--- config.mk ---
export PLATFORM = sky130hd
export DESIGN_NAME = fzcr_regs
export DESIGN_NICKNAME = d
export VERILOG_FILES = /design/src/fzcr_zone_mux.v /design/src/fzcr_regs.v
export VERILOG_INCLUDE_DIRS = /design/src
export SDC_FILE = /design/constraint.sdc
export NUM_CORES = 1
export LEC_CHECK = 0
export ABC_AREA = 1
export CAP_MARGIN = 20
export CORE_ASPECT_RATIO = 0.9
export CORE_UTILIZATION = 30
export CTS_CLUSTER_DIAMETER = 30
export DETAILED_ROUTE_END_ITERATION = 12
export DONT_BUFFER_PORTS = 1
export SYNTH_ARGS = -nofsm -noshare
export SYNTH_HDL_FRONTEND = slang
export SYNTH_SLANG_ARGS = --single-unit
--- constraint.sdc ---
create_clock -name CORE_CLK -period 5.64 [get_ports CORE_CLK]
set_input_delay 0.282 -clock CORE_CLK [delete_from_list [all_inputs] [get_ports CORE_CLK]]
set_output_delay 0.282 -clock CORE_CLK [all_outputs]
set_load 0.02 [all_outputs]
--- src/fzcr_defs.vh ---
// fzcr_defs.vh: offsets, field positions, reset values and timing for the fan zone and coefficient registers.
// assumes: included by bare name from the fzcr design files.
`ifndef FZCR_DEFS_VH
`define FZCR_DEFS_VH

`define FZCR_ADDR_TEMP_FIRST   8'h20
`define FZCR_ADDR_TEMP_LAST    8'h29
`define FZCR_ADDR_MAX_TEMP     8'h78
`define FZCR_ADDR_COEF_GOFF    8'h7a
`define FZCR_ADDR_COEF_OSPIN   8'h7b
`define FZCR_ADDR_FAN12_ZONE   8'h7c
`define FZCR_ADDR_FAN34_ZONE   8'h7d

`define FZCR_REG_RESET         8'h00
`define FZCR_RDATA_UNMAPPED    8'h00

`define FZCR_GAIN_LO_MSB       7
`define FZCR_GAIN_LO_LSB       6
`define FZCR_OFFS_HI_MSB       5
`define FZCR_OFFS_HI_LSB       0
`define FZCR_OFFS_LO_MSB       7
`define FZCR_OFFS_LO_LSB       5
`define FZCR_SPIN_MSB          2
`define FZCR_SPIN_LSB          0
`define FZCR_ZONE_HI_MSB       7
`define FZCR_ZONE_HI_LSB       4
`define FZCR_ZONE_LO_MSB       3
`define FZCR_ZONE_LO_LSB       0

`define FZCR_ZONE_MAX          4'h0
`define FZCR_ZONE_LAST_SENSOR  4'ha
`define FZCR_SPIN_NONE         3'h0

`define FZCR_CORE_CLK_MHZ      50
`define FZCR_SPIN_T1_US        100000
`define FZCR_SPIN_T2_US        250000
`define FZCR_SPIN_T3_US        400000
`define FZCR_SPIN_T4_US        667000
`define FZCR_SPIN_T5_US        1000000
`define FZCR_SPIN_T6_US        2000000
`define FZCR_SPIN_T7_US        4000000

`endif

--- src/fzcr_zone_mux.v ---
// fzcr_zone_mux.v: picks one fan's controlling temperature from the sensor readings or their maximum.
// assumes: readings and maximum are stable registers of the enclosing block.
`timescale 1ns/10ps
`include "fzcr_defs.vh"

module fzcr_zone_mux #(
  parameter NUM_SENSORS = 10,
  parameter TEMP_W      = 8
) (
  input  wire [3:0]                    zone_sel,
  input  wire [NUM_SENSORS*TEMP_W-1:0] temps,
  input  wire [TEMP_W-1:0]             max_temp,
  output reg  [TEMP_W-1:0]             fan_temp
);
  always @* begin
    fan_temp = max_temp;
    // codes above the last sensor fall back to the maximum
    if ((zone_sel != `FZCR_ZONE_MAX) && (zone_sel <= `FZCR_ZONE_LAST_SENSOR)) begin
      fan_temp = temps[(zone_sel - 4'h1)*TEMP_W +: TEMP_W];
    end
  end
endmodule // fzcr_zone_mux

--- src/fzcr_regs.v ---
// fzcr_regs.v: optional coefficient, spin-up and fan zone registers with max temperature, fan source
// selection, coefficient choice and per-fan spin-up timers.
// assumes: the serial management bus front end presents byte reads and writes on the REG_ ports,
// synchronous to CORE_CLK; sensor readings arrive already decoded.
//
// Notes on behaviour
// - bits 7:6 of 0x7a hold gain coefficient bits 1:0, read and write.
// - bits 5:0 of 0x7a hold offset coefficient bits 8:3, read and write.
// - bits 7:5 of 0x7b hold offset coefficient bits 2:0, making a nine-bit offset.
// - bits 2:0 of 0x7b are the spin-up code, and 000 means no spin-up phase.
// - codes 001 to 111 give spin-up times of 100, 250, 400, 667 ms, 1, 2 and 4 s on fan start.
// - bits 7:4 of 0x7c choose fan 1's source, 0000 the maximum and 1 to 10 a sensor.
// - bits 3:0 of 0x7c choose fan 2's source with the same coding.
// - bits 7:4 of 0x7d choose fan 3's source with the same coding.
// - bits 3:0 of 0x7d choose fan 4's source with the same coding.
// - code n routes the reading at address 0x20 plus n minus one, sensor 10 sitting at 0x29.
// - all four registers are 0x00 after reset.
// - 0x78 reads the largest of all sensor readings, read only, and is the source for code 0000.
// - a sensor uses the optional gain and offset only when its select bit is 1, else the defaults.
`timescale 1ns/10ps
`include "fzcr_defs.vh"

module fzcr_regs #(
  parameter NUM_SENSORS  = 10,
  parameter TEMP_W       = 8,
  parameter NUM_FANS     = 4,
  parameter DEF_GAIN     = 10'h000,
  parameter DEF_OFFSET   = 9'h000,
  parameter SPIN_T1_CYC  = `FZCR_SPIN_T1_US * `FZCR_CORE_CLK_MHZ,
  parameter SPIN_T2_CYC  = `FZCR_SPIN_T2_US * `FZCR_CORE_CLK_MHZ,
  parameter SPIN_T3_CYC  = `FZCR_SPIN_T3_US * `FZCR_CORE_CLK_MHZ,
  parameter SPIN_T4_CYC  = `FZCR_SPIN_T4_US * `FZCR_CORE_CLK_MHZ,
  parameter SPIN_T5_CYC  = `FZCR_SPIN_T5_US * `FZCR_CORE_CLK_MHZ,
  parameter SPIN_T6_CYC  = `FZCR_SPIN_T6_US * `FZCR_CORE_CLK_MHZ,
  parameter SPIN_T7_CYC  = `FZCR_SPIN_T7_US * `FZCR_CORE_CLK_MHZ
) (
  input  wire                          CORE_CLK,
  input  wire                          RESET_N,
  input  wire                          CORE_CE,
  input  wire [7:0]                    REG_ADDR,
  input  wire [7:0]                    REG_WDATA,
  input  wire                          REG_WR,
  input  wire                          REG_RD,
  output reg  [7:0]                    REG_RDATA,
  output reg                           REG_RVALID,
  input  wire [NUM_SENSORS*TEMP_W-1:0] SENSOR_TEMPS,
  input  wire [7:0]                    GAIN_COEF_HI,
  input  wire [NUM_SENSORS-1:0]        COEF_SELECT,
  input  wire [3:0]                    COEF_SENSOR_IDX,
  output reg  [9:0]                    GAIN_COEF,
  output reg  [8:0]                    OFFSET_COEF,
  output reg  [NUM_FANS*TEMP_W-1:0]    FAN_TEMPS,
  input  wire [NUM_FANS-1:0]           FAN_START,
  output wire [NUM_FANS-1:0]           FAN_SPINUP
);

  reg  [7:0]                 coef_option_gain_lo_offset_hi_q;
  reg  [7:0]                 coef_option_offset_lo_spinup_q;
  reg  [7:0]                 fan12_zone_select_q;
  reg  [7:0]                 fan34_zone_select_q;
  reg  [TEMP_W-1:0]          max_temp_q;
  reg  [TEMP_W-1:0]          max_temp_d;
  reg  [7:0]                 rdata_d;
  wire [9:0]                 optional_gain_coef;
  wire [8:0]                 optional_offset_coef;
  wire [2:0]                 spinup_duration_code;
  wire [3:0]                 fan_one_source_sel;
  wire [3:0]                 fan_two_source_sel;
  wire [3:0]                 fan_three_source_sel;
  wire [3:0]                 fan_four_source_sel;
  wire [4*NUM_FANS-1:0]      fan_sel_all;
  wire [NUM_FANS*TEMP_W-1:0] fan_temp_d;
  wire                       wr_en;
  wire                       rd_en;
  integer                    s;

  assign wr_en = CORE_CE & REG_WR;
  assign rd_en = CORE_CE & REG_RD;

  assign optional_gain_coef   = {GAIN_COEF_HI,
                                 coef_option_gain_lo_offset_hi_q[`FZCR_GAIN_LO_MSB:`FZCR_GAIN_LO_LSB]};
  assign optional_offset_coef = {coef_option_gain_lo_offset_hi_q[`FZCR_OFFS_HI_MSB:`FZCR_OFFS_HI_LSB],
                                 coef_option_offset_lo_spinup_q[`FZCR_OFFS_LO_MSB:`FZCR_OFFS_LO_LSB]};
  assign spinup_duration_code = coef_option_offset_lo_spinup_q[`FZCR_SPIN_MSB:`FZCR_SPIN_LSB];
  assign fan_one_source_sel   = fan12_zone_select_q[`FZCR_ZONE_HI_MSB:`FZCR_ZONE_HI_LSB];
  assign fan_two_source_sel   = fan12_zone_select_q[`FZCR_ZONE_LO_MSB:`FZCR_ZONE_LO_LSB];
  assign fan_three_source_sel = fan34_zone_select_q[`FZCR_ZONE_HI_MSB:`FZCR_ZONE_HI_LSB];
  assign fan_four_source_sel  = fan34_zone_select_q[`FZCR_ZONE_LO_MSB:`FZCR_ZONE_LO_LSB];
  assign fan_sel_all = {fan_four_source_sel, fan_three_source_sel, fan_two_source_sel, fan_one_source_sel};

  // host-writable registers
  always @(posedge CORE_CLK or negedge RESET_N) begin
    if (!RESET_N) begin
      coef_option_gain_lo_offset_hi_q <= `FZCR_REG_RESET;
      coef_option_offset_lo_spinup_q  <= `FZCR_REG_RESET;
      fan12_zone_select_q             <= `FZCR_REG_RESET;
      fan34_zone_select_q             <= `FZCR_REG_RESET;
    end else if (wr_en) begin
      if (REG_ADDR == `FZCR_ADDR_COEF_GOFF) begin
        coef_option_gain_lo_offset_hi_q <= REG_WDATA;
      end else if (REG_ADDR == `FZCR_ADDR_COEF_OSPIN) begin
        coef_option_offset_lo_spinup_q <= REG_WDATA;
      end else if (REG_ADDR == `FZCR_ADDR_FAN12_ZONE) begin
        fan12_zone_select_q <= REG_WDATA;
      end else if (REG_ADDR == `FZCR_ADDR_FAN34_ZONE) begin
        fan34_zone_select_q <= REG_WDATA;
      end
    end
  end

  // maximum of all readings, registered so every fan sees one consistent value
  always @* begin
    max_temp_d = SENSOR_TEMPS[TEMP_W-1:0];
    for (s = 1; s < NUM_SENSORS; s = s + 1) begin
      if (SENSOR_TEMPS[s*TEMP_W +: TEMP_W] > max_temp_d) begin
        max_temp_d = SENSOR_TEMPS[s*TEMP_W +: TEMP_W];
      end
    end
  end

  // read decode; writes to read-only addresses are silently dropped
  always @* begin
    rdata_d = `FZCR_RDATA_UNMAPPED;
    if (REG_ADDR == `FZCR_ADDR_COEF_GOFF) begin
      rdata_d = coef_option_gain_lo_offset_hi_q;
    end else if (REG_ADDR == `FZCR_ADDR_COEF_OSPIN) begin
      rdata_d = coef_option_offset_lo_spinup_q;
    end else if (REG_ADDR == `FZCR_ADDR_FAN12_ZONE) begin
      rdata_d = fan12_zone_select_q;
    end else if (REG_ADDR == `FZCR_ADDR_FAN34_ZONE) begin
      rdata_d = fan34_zone_select_q;
    end else if (REG_ADDR == `FZCR_ADDR_MAX_TEMP) begin
      rdata_d = max_temp_q[7:0];
    end else if ((REG_ADDR >= `FZCR_ADDR_TEMP_FIRST) && (REG_ADDR <= `FZCR_ADDR_TEMP_LAST)) begin
      rdata_d = SENSOR_TEMPS[(REG_ADDR - `FZCR_ADDR_TEMP_FIRST)*TEMP_W +: 8];
    end
  end

  always @(posedge CORE_CLK or negedge RESET_N) begin
    if (!RESET_N) begin
      max_temp_q  <= {TEMP_W{1'b0}};
      REG_RDATA   <= 8'h00;
      REG_RVALID  <= 1'b0;
      GAIN_COEF   <= 10'h000;
      OFFSET_COEF <= 9'h000;
      FAN_TEMPS   <= {(NUM_FANS*TEMP_W){1'b0}};
    end else if (CORE_CE) begin
      max_temp_q <= max_temp_d;
      REG_RVALID <= rd_en;
      if (rd_en) begin
        REG_RDATA <= rdata_d;
      end
      // out-of-range index has no select bit, so it keeps the defaults
      if ((COEF_SENSOR_IDX < NUM_SENSORS) && COEF_SELECT[COEF_SENSOR_IDX]) begin
        GAIN_COEF   <= optional_gain_coef;
        OFFSET_COEF <= optional_offset_coef;
      end else begin
        GAIN_COEF   <= DEF_GAIN;
        OFFSET_COEF <= DEF_OFFSET;
      end
      FAN_TEMPS <= fan_temp_d;
    end
  end

  function [31:0] spin_cycles;
    input [2:0] code;
    begin
      case (code)
        3'h1:    spin_cycles = SPIN_T1_CYC;
        3'h2:    spin_cycles = SPIN_T2_CYC;
        3'h3:    spin_cycles = SPIN_T3_CYC;
        3'h4:    spin_cycles = SPIN_T4_CYC;
        3'h5:    spin_cycles = SPIN_T5_CYC;
        3'h6:    spin_cycles = SPIN_T6_CYC;
        3'h7:    spin_cycles = SPIN_T7_CYC;
        default: spin_cycles = 32'h0000_0000;
      endcase
    end
  endfunction

  genvar f;
  generate
    for (f = 0; f < NUM_FANS; f = f + 1) begin : g_fan
      reg  [31:0] spin_cnt_q;
      reg         spin_busy_q;

      fzcr_zone_mux #(
        .NUM_SENSORS (NUM_SENSORS),
        .TEMP_W      (TEMP_W)
      ) u_zone_mux (
        .zone_sel (fan_sel_all[4*f +: 4]),
        .temps    (SENSOR_TEMPS),
        .max_temp (max_temp_q),
        .fan_temp (fan_temp_d[f*TEMP_W +: TEMP_W])
      );

      // a start while already spinning up is ignored, so the phase is never stretched
      always @(posedge CORE_CLK or negedge RESET_N) begin
        if (!RESET_N) begin
          spin_cnt_q  <= 32'h0000_0000;
          spin_busy_q <= 1'b0;
        end else if (CORE_CE) begin
          if (!spin_busy_q) begin
            if (FAN_START[f] && (spinup_duration_code != `FZCR_SPIN_NONE)) begin
              spin_cnt_q  <= spin_cycles(spinup_duration_code) - 32'h0000_0001;
              spin_busy_q <= 1'b1;
            end
          end else if (spin_cnt_q == 32'h0000_0000) begin
            spin_busy_q <= 1'b0;
          end else begin
            spin_cnt_q <= spin_cnt_q - 32'h0000_0001;
          end
        end
      end

      assign FAN_SPINUP[f] = spin_busy_q;
    end
  endgenerate

endmodule // fzcr_regs

== Yosys cells after proc, flatten, opt, wreduce, memory -nomap -nowiden ==
Cells that the tools add are included.
Storage, ports and cells
  flip-flop bits (word level): 232
  latch bits: 0
  bits in writable memories: 0
  ROM bits: 0
  input port bits: 127
  output and inout bits: 64
  logic and storage cells: 166
  memories kept: 0
Cells by class
  $add $sub $neg: 13
  multiply operators: 0
  div/mod/pow operators: 0
  $lt $le $gt $ge: 17
  eq/ne operators: 16
  shift operators: 5
  mux-type cells: 60
  bitwise operators: 5
  reductions and logical operators: 32
Operators with widths (number)
  two-way mux 32 bit: 24
  variable part select 80 x 33 -> 8 bit: 5
  subtractor 32 x 1 -> 32 bit (second input constant): 8
  case mux 28 bit (7 select lines): 1
  two-way mux 8 bit: 19
  zero test 32 bit: 4
  greater-than comparator 8 bit: 9
  equality test 8 x 7 -> 1 bit (second input constant): 5
  subtractor 4 x 1 -> 5 bit (second input constant): 4
  <= comparator 4 bit (second input constant): 4
  nonzero test 4 bit: 4
  AND reduction 3 bit: 5
  two-way mux 1 bit: 13
  equality test 3 bit (second input constant): 4
  logical AND 1 bit: 10
  two-way mux 10 bit: 1
  two-way mux 9 bit: 1
  subtractor 8 x 6 -> 9 bit (second input constant): 1
  >= comparator 8 x 6 -> 1 bit (second input constant): 1
  <= comparator 8 x 6 -> 1 bit (second input constant): 1
  != test 2 bit (second input constant): 4
  nonzero test 2 bit: 4
  equality test 3 x 2 -> 1 bit (second input constant): 2
  less-than comparator 4 x 5 -> 1 bit (second input constant): 1
  9 further kinds: 13

== Logic depth before layout (Yosys ltp) ==
Gate-level depths: netlist of run 1.
  depth in word-level cells: 18
  mapped depth: 110
  depth with buffers taken out: 103

== By module ==
A second synthesis of run 1 with hierarchy kept.
Second synthesis, totals
  cell total of the unflattened synthesis: 3142
  area, all modules: 20031.7 µm²
By module, submodules not included
  fzcr_regs: times used 1, cells each 2238, area an instance 15797.7 µm², sequential area each 5805.6 µm²
  fzcr_zone_mux: times used 4, cells each 226, area an instance 1058.5 µm², sequential area each 0.0 µm²

== Worst setup path after synthesis of run 1 ==
No wires, ideal clock.
  path type: in2reg
  start: in SENSOR_TEMPS[7]
  end: reg max_temp_q[0]
  setup time: 0.116 ns
  data arrival time: 11.413 ns
  required time: 5.524 ns
  path slack: -5.890 ns
  cell stages on the path: 76
  buffers on the path: 7
  cells stage by stage: inv_1 ha_1 a21o_1 nor2_2 nand2_2 nand2_4 clkbuf_1 nand2_1 o21ai_0 ha_1 a21oi_1 nor2_1 a211oi_1 nand2_2 nand2_2 buf_2 o21ai_0 ha_1 [... 40 more ...] inv_1 ha_1 a21oi_1 nor2_1 a211oi_1 nand2_4 nand2_4 nand2_1 and2_1 ha_1 nand2_1 nor2_1 nand3_1 o21ai_1 clkbuf_1 nand3_1 nand2_1 nand2_1
On the way
  longest elaborated chain between the ends: 18
Ends and longest elaborated chain
  start: declaration: RTL line fzcr_regs.v:46  | input wire [NUM_SENSORS*TEMP_W-1:0] SENSOR_TEMPS,
  greater-than comparator 8 bit: RTL line fzcr_regs.v:115  | if (SENSOR_TEMPS[s*TEMP_W +: TEMP_W] > max_temp_d) begin
  two-way mux 8 bit *: RTL line fzcr_regs.v:115
  greater-than comparator 8 bit: RTL line fzcr_regs.v:115
  two-way mux 8 bit *: RTL line fzcr_regs.v:115
  greater-than comparator 8 bit: RTL line fzcr_regs.v:115
  two-way mux 8 bit *: RTL line fzcr_regs.v:115
  greater-than comparator 8 bit: RTL line fzcr_regs.v:115
  two-way mux 8 bit *: RTL line fzcr_regs.v:115
  [... 2 more ...]
  greater-than comparator 8 bit: RTL line fzcr_regs.v:115
  two-way mux 8 bit *: RTL line fzcr_regs.v:115
  greater-than comparator 8 bit: RTL line fzcr_regs.v:115
  two-way mux 8 bit *: RTL line fzcr_regs.v:115
  greater-than comparator 8 bit: RTL line fzcr_regs.v:115
  two-way mux 8 bit *: RTL line fzcr_regs.v:115
  greater-than comparator 8 bit: RTL line fzcr_regs.v:115
  two-way mux 8 bit *: RTL line fzcr_regs.v:115
  end signal: assignment: RTL line fzcr_regs.v:141  | max_temp_q <= {TEMP_W{1'b0}};
  end signal: assignment: RTL line fzcr_regs.v:148  | max_temp_q <= max_temp_d;
  end: declaration: RTL line fzcr_regs.v:61  | reg [TEMP_W-1:0] max_temp_q;
Mark *: on every way between the ends. The rest lies on a longest branch, timed or not.
A chain may end at the register's enable or synchronous reset.

== Final worst setup path of run 1 ==
  start: in SENSOR_TEMPS[3]
  end: reg max_temp_q[3]
Same word-level chain as after synthesis.

==> results of run 1 <==
## power by group through the flow
stage | registers (uW) | clock network, uW | logic (uW)
after floorplan | 2690 | 0 | 4050
after global placement | 2980 | 0 | 6090
after detailed placement | 2970 | 0 | 6150
after CTS | 2960 | 2910 | 8740
after global routing | 3060 | 2990 | 11200
final | 2980 | 2860 | 10400
## worst reg2reg max path, cell delays in order (launching register included)
cell     delay, ns
dfrtp_1       0.42
nor2_1        0.12
inv_1         0.06
nor4_1        0.46
nand2_1       0.19
nor3_1        0.26
inv_1         0.07
nor3_1        0.16
inv_1         0.08
nor2_1        0.24
inv_1         0.12
nor4_1        0.43
inv_1         0.08
nor2_1        0.10
inv_1         0.05
nor2_1        0.16
nand3_1       0.14
nor3_1        0.45
nand3_1       0.22
nor2_1        0.16
o21ai_0       0.09
a21o_1        0.19
inv_1         0.04
## synth_stat cells (all sizes together), types with 4 or more instances
cell type	number	area (um^2)
o211ai	42	315
nand2	523	2040
nor3	50	250
a32o	36	360
inv	305	1140
clkinv	16	60.1
or2	4	25.0
o21ai	338	1690
and2	7	43.8
nor2	267	1030
a22oi	54	405
nor4	21	131
ha	76	951
o21bai	6	45.0
a211oi	10	75.1
nand3	193	966
o31ai	10	75.1
o221ai	20	175
o22ai	37	231
nand3b	10	75.1
nand4	32	221
clkbuf	105	394
dfrtp	232	5810
xor2	52	455
xnor2	20	175
a21oi	219	1100
a221oi	13	114
a31oi	20	125
buf	12	63.8
## layout make-up
class / count / area, um^2 / area share
timing repair inverter: 1 / 6.26 / 0.000253
multi-input combinational: 2081 / 12800 / 0.516
clock inverter: 30 / 354 / 0.0143
timing repair buffer: 278 / 2300 / 0.0930
clock buffer: 59 / 1300 / 0.0527
tap: 792 / 991 / 0.0401
sequential: 232 / 5810 / 0.235
inverter: 321 / 1220 / 0.0492
## state kept, by name, summed over array words and instances (netlist names)
register	flops
REG_RDATA	8
FAN_TEMPS	32
GAIN_COEF	10
REG_RVALID	1
g_fan.spin_busy_q	4
max_temp_q	8
g_fan.spin_cnt_q	128
fan12_zone_select_q	8
coef_option_offset_lo_spinup_q	8
OFFSET_COEF	9
fan34_zone_select_q	8
coef_option_gain_lo_offset_hi_q	8
## cells by family (layout without fill, tap and decap cells)
group | Yosys count | in the layout | share of synthesized area
buffers and inverters | 438 | 689 | 0.0891
XOR/XNOR | 72 | 72 | 0.0338
AO/OA/AOI/OAI | 813 | 813 | 0.256
AND/OR/NAND/NOR | 1112 | 1117 | 0.258
flip-flops | 232 | 232 | 0.311
multiplexers | 3 | 3 | 0.00161
adder cells (fa/ha/maj) | 76 | 76 | 0.0509
## stage by stage
stage,worst slack [ns],util,std cells
after CTS,-3.97,0.386,3772
after global routing,-5.05,0.403,3794
after floorplan,-4.69,-,2746
final,-4.60,0.403,3794
after global placement,-4.56,0.337,3580
after detailed placement,-4.90,0.337,3580
## per-layer routing
layer	global-route usage	share of wire
met1	0.337	0.44
met5	0	0
met2	0.336	0.41
met4	0.0853	0.040
met3	0.0680	0.12
## timing repair
action | 4_1_cts | 5_1_grt
pin swaps | 43 | 113
setup buffers | 69 | 23
resized for setup | 117 | 179
hold buffers | 27 | 0
cloned | 7 | 0
endpoints found under the setup margin | 8 | 8
endpoints found under the hold margin | 288 | 0
## final timing paths
kind | cells after the start | endpoint | startpoint | slack (ns)
min in group asynchronous | 2 | g_fan[2].spin_cnt_q[30]$_DFFE_PN0P_ | RESET_N | 0.41
min | 4 | max_temp_q[3]$_DFFE_PN0P_ | SENSOR_TEMPS[67] | 0.04
max reg2reg | 22 | g_fan[3].spin_cnt_q[31]$_DFFE_PN0P_ | g_fan[3].spin_cnt_q[4]$_DFFE_PN0P_ | 1.28
max | 83 | max_temp_q[3]$_DFFE_PN0P_ | SENSOR_TEMPS[3] | -4.60
min reg2reg | 2 | coef_option_offset_lo_spinup_q[3]$_DFFE_PN0P_ | coef_option_offset_lo_spinup_q[3]$_DFFE_PN0P_ | 0.50
max in group asynchronous | 2 | fan34_zone_select_q[4]$_DFFE_PN0P_ | RESET_N | 4.10
==> results.py, run 1 <==
metrics = {
    "status": {
        "status": "finished, violations left",
        "violations": "negative setup slack",
    },
    "yosys": {
        "syn_area_um2": 18700,
        "synth_enable_flop_cells": 0,
        "ys_dominant_reg_cell": "dfrtp_1",
        "ys_seq_elements": 232,
        "postSynthCellCount": 2746,
        "avgSynthCellArea_um2": 6.80,
        "syn_nets": 2949,
        "ys_seq_area_frac": 0.311,
        "ys.warnings.count": 0,
        "async_reset_ff_frac": 1.00,
        "synth.distinct_cells": 47,
    },
    "global_route": {
        "first_global_vias": 19300,
        "gr-usage-all-layers": 0.237,
        "antenna_found_initial": 1,
        "grt_max_degree": 233,
        "grt_pass1_wl_um": 117000,
        "globalRouteOverflowTotal": 0,
    },
    "placement": {
        "dp_hpwl_um": 53700,
        "placedInstanceArea_um2": 20700,
        "portBuffers": 0,
        "gp_congestion": 0.987,
    },
    "pwr": {
        "max-vdd-ir-drop_mv": 0.712,
        "leakagePower_uw": 0.0105,
        "power_frac_clock": 0.176,
        "p_int_uw": 9330,
        "p_comb_frac": 0.640,
        "switching_power_uw": 6890,
        "seqPwrFrac": 0.184,
        "power.density_nw_per_um2": 656,
        "swShare": 0.425,
        "finalPower_uw": 16200,
    },
    "floorplanning": {
        "rows": 86,
        "die_y_um": 239,
        "fp.dieW_um": 265,
        "dieArea_um2": 63200,
        "core_area_um2": 61300,
        "initial_core_util": 0.304,
        "ios": 191,
    },
    "setup_path": {
        "critical_path.max_stage_delay_ns": 0.29,
        "start_kind": "primary input",
        "crit_path_top_delay_cell": "a211oi_2",
        "crit_top_cell": "nand2_4",
        "crit_path_max_fanout": 8,
        "end_kind": "flip-flop",
        "crit_buf_inv": 12,
        "required_ns": 6.08,
        "critPathKind": "in -> reg",
        "crit_arrival_ns": 10.68,
        "crit_family": "simple AND/OR/NAND/NOR gates",
    },
    "hold_path": {
        "min_path_type": "in -> reg",
    },
    "routing": {
        "wire_per_inst_um": 20.6,
        "drc": 0,
        "final_antenna_net_count": 0,
        "vias": 21000,
        "drt_wl_total_um": 78100,
        "drtPass1Iterations": 6,
        "avgViaCountPerCell": 5.54,
        "initialDrtViolationCount": 2632,
    },
    "cts": {
        "cts_made_buffers": 48,
        "cts_tree": "yes",
        "clkLatencyLatePin_ns": 0.56,
        "clk_pin_slew_ns": 0.05,
        "cts_max_level": 2,
        "clock_path_buffers": 3,
        "cts_root_buf": "clkbuf_16",
        "cts.sinks": 232,
    },
    "sta": {
        "fin_ws_ns": -4.60,
        "rsz0062_at_grt": "yes",
        "fin_crit_sh": 1.82,
        "max_slew_margin": 0.139,
        "setup_tns_ns": -36.58,
        "period_needed_ns": 10.24,
        "hold_viol": 0,
        "fmaxAchievable_mhz": 97.6,
        "hold_slack_ns": 0.0354,
        "clock_skew_ns": 0.0329,
        "final_max_slew_viol_count": 0,
        "tightest_slew_ns": 1.29,
        "finalSetupViolations": 8,
    },
    "final_layout": {
        "final_common_cell": "nand2_1",
        "diodes": 0,
        "fin_area_um2": 24700,
        "syn_to_final_growth_pct": 32.5,
        "final_cell_mix": "437 x nand2_1, 288 x inv_1, 287 x o21ai_0",
        "nFillCells": 6198,
        "nNetsFinal": 3166,
        "final_layout_size_suffix_gt1_frac": 0.198,
    },
    "run": {
        "drv_cap": 0,
    },
}
No activity file was read; power rests on OpenSTA's default activity.
==> run 2, diff against run 1 <==
- ABC_AREA: 1 -> not set
==> results.py, run 2 <==
metrics = {
    "cts": {
        "cts_tree": "yes",
        "cts_max_level": 2,
        "clk_pin_slew_ns": 0.05,
        "cts.sinks": 232,
        "clock_path_buffers": 3,
        "cts_root_buf": "clkbuf_16",
        "cts_made_buffers": 54,
        "clkLatencyLatePin_ns": 0.58,
    },
    "yosys": {
        "ys_dominant_reg_cell": "dfrtp_1",
        "synth.distinct_cells": 89,
        "yosys.cell_count.top_type": "dfrtp_1",
        "synth_common_cells": "232 x dfrtp_1, 195 x o21ai_0, 184 x a21oi_1",
        "synth.largest_area_cell": "dfrtp_1",
        "postSynthCellCount": 2113,
        "synth_enable_flop_cells": 0,
        "avgSynthCellArea_um2": 8.83,
        "ys.warnings.count": 0,
        "ys_seq_area_frac": 0.311,
        "ys_seq_elements": 232,
        "syn_nets": 2316,
        "syn_area_um2": 18700,
        "ys_top_cells_by_area": "dfrtp_1 31%, mux4_2 9.9%, mux2i_1 5.3%",
        "synth.top_cell.area_share": 0.311,
        "async_reset_ff_frac": 1.00,
    },
    "sta": {
        "hold_slack_ns": 0.0421,
        "clock_skew_ns": 0.0450,
        "fin_ws_ns": -8.73,
        "max_slew_margin": 0.139,
        "fmaxAchievable_mhz": 69.6,
        "fin_crit_sh": 2.55,
        "period_needed_ns": 14.37,
        "final_max_slew_viol_count": 0,
        "rsz0062_at_grt": "yes",
        "hold_viol": 0,
        "finalSetupViolations": 8,
        "tightest_slew_ns": 1.29,
        "setup_tns_ns": -69.69,
    },
    "final_layout": {
        "final_core_util": 0.404,
        "final_cell_mix": "251 x buf_4, 232 x dfrtp_1, 174 x o21ai_0",
        "final_layout_size_suffix_gt1_frac": 0.296,
        "top_regs": "g_fan.spin_cnt_q (128), FAN_TEMPS (32), GAIN_COEF (10)",
        "top_register": "g_fan.spin_cnt_q",
        "nNetsFinal": 2546,
        "largest_reg_flops": 128,
        "syn_to_final_growth_pct": 32.9,
        "final_common_cell": "buf_4",
    },
    "global_route": {
        "grt_max_degree": 233,
        "gr-usage-all-layers": 0.220,
        "first_global_vias": 17900,
        "grt_pass1_wl_um": 107000,
        "antenna_found_initial": 4,
        "globalRouteOverflowTotal": 0,
    },
    "routing": {
        "avgViaCountPerCell": 5.95,
        "top_layer": "met5",
        "wire_per_inst_um": 22.8,
        "drtPass1Iterations": 7,
        "wl_met1_um": 31000,
        "drt_wl_total_um": 72500,
        "vias": 18900,
        "final_antenna_net_count": 0,
        "met2_length_um": 30500,
        "drc": 0,
        "wl_met3_um": 8380,
        "initialDrtViolationCount": 1614,
    },
    "setup_path": {
        "critPathKind": "in -> reg",
        "crit_path_top_delay_cell": "or4_4",
        "end_kind": "flip-flop",
        "crit_arrival_ns": 14.86,
        "r2r_end": "g_fan[2].spin_cnt_q[31]$_DFFE_PN0P_",
        "crit_top_cell": "a21oi_2",
        "reg2reg_from": "g_fan[2].spin_cnt_q[0]$_DFFE_PN0P_",
        "required_ns": 6.14,
        "regToRegSetupSlack_ns": 0.10,
        "r2r.worst_path.cells": 20,
        "start_kind": "primary input",
        "critical_path.max_stage_delay_ns": 0.58,
        "crit_path_max_fanout": 8,
    },
    "run": {
        "drv_cap": 0,
    },
    "pwr": {
        "max-vdd-ir-drop_mv": 0.777,
        "leakagePower_uw": 0.0100,
        "power.density_nw_per_um2": 611,
    },
    "placement": {
        "gp_congestion": 0.962,
        "dp_hpwl_um": 50700,
        "portBuffers": 0,
    },
    "hold_path": {
        "min_delay_path_depth": 3,
        "hold_start": "SENSOR_TEMPS[72]",
        "min_path_type": "in -> reg",
        "hold_end": "max_temp_q[0]$_DFFE_PN0P_",
    },
    "floorplanning": {
        "dieArea_um2": 63200,
        "rows": 86,
        "initial_core_util": 0.304,
        "core_area_um2": 61300,
        "ios": 191,
        "fp.dieW_um": 265,
        "die_y_um": 239,
    },
    "status": {
        "violations": "negative setup slack",
        "status": "finished, violations left",
    },
}
[run 2: how the worst max path moves through the flow]
stage                               start                         to  slack (ns)  cells past startpoint
after CTS                 SENSOR_TEMPS[9]  max_temp_q[2]$_DFFE_PN0P_       -8.21                     90
after global routing      SENSOR_TEMPS[1]  max_temp_q[5]$_DFFE_PN0P_       -9.48                     90
after global placement    SENSOR_TEMPS[9]  max_temp_q[7]$_DFFE_PN0P_       -8.82                     91
after detailed placement  SENSOR_TEMPS[5]  max_temp_q[5]$_DFFE_PN0P_       -9.46                     90
final                     SENSOR_TEMPS[9]  max_temp_q[5]$_DFFE_PN0P_       -8.73                     86
after floorplan           SENSOR_TEMPS[9]  max_temp_q[2]$_DFFE_PN0P_       -9.27                     91
[run 2: cell families after synthesis]
kind of cell | share of synthesized area
fa+ha+maj | 0.0538
simple gates | 0.178
buf+inv | 0.0457
xor+xnor | 0.0108
mux | 0.178
compound gates | 0.222
flops | 0.311
[run 2: final cells by class]
class	count	area, um^2
Fill cell	5961	36500
Multi-Input combinational cell	1662	13200
Sequential cell	232	5810
Timing Repair Buffer	302	2480
Clock buffer	71	1550
Tap cell	792	991
Clock inverter	30	469
Inverter	91	349
Antenna cell	1	2.50
[run 2: metrics by stage]
stage | instances | worst slack [ns] | instance area (um^2) | power, uW
after global routing | 3180 | -9.48 | 24800 | 16100
final | 3181 | -8.73 | 24800 | 15200
after CTS | 3159 | -8.21 | 24100 | 14400
after floorplan | 2113 | -9.27 | 18900 | 7110
after global placement | 2983 | -8.82 | 21000 | 9640
after detailed placement | 2984 | -9.46 | 21000 | 9830
[run 2: where the power goes]
part	leakage [uW]	total (uW)	internal, uW	switching [uW]
registers	0.00282	3010	2190	816
logic	0.00622	8730	4610	4120
clock network	0.000981	3420	2380	1040
total	0.0100	15200	9180	5980
[run 2: repair_timing]
item,4_1_cts,5_1_grt
setup buffers,39,15
endpoints found under the hold margin,328,0
setup endpoints to repair,65,139
resized for setup,77,112
pin swaps,50,53
cloned,1,4
hold buffers,34,0
[run 2: worst max-delay path, delay by kind of cell]
family / cells / cell delay (ns)
AO/OA/AOI/OAI: 42 / 7.05
AND/OR/NAND/NOR: 20 / 2.93
adder cells (fa/ha/maj): 9 / 2.32
buffers and inverters: 11 / 1.26
multiplexers: 4 / 0.99
[run 2: per-layer routing]
layer  up-vias  global-route usage
met5         -                   0
met4         6              0.0725
met3       164              0.0810
met2       869               0.317
met1      9354               0.301
li1       8528                   -
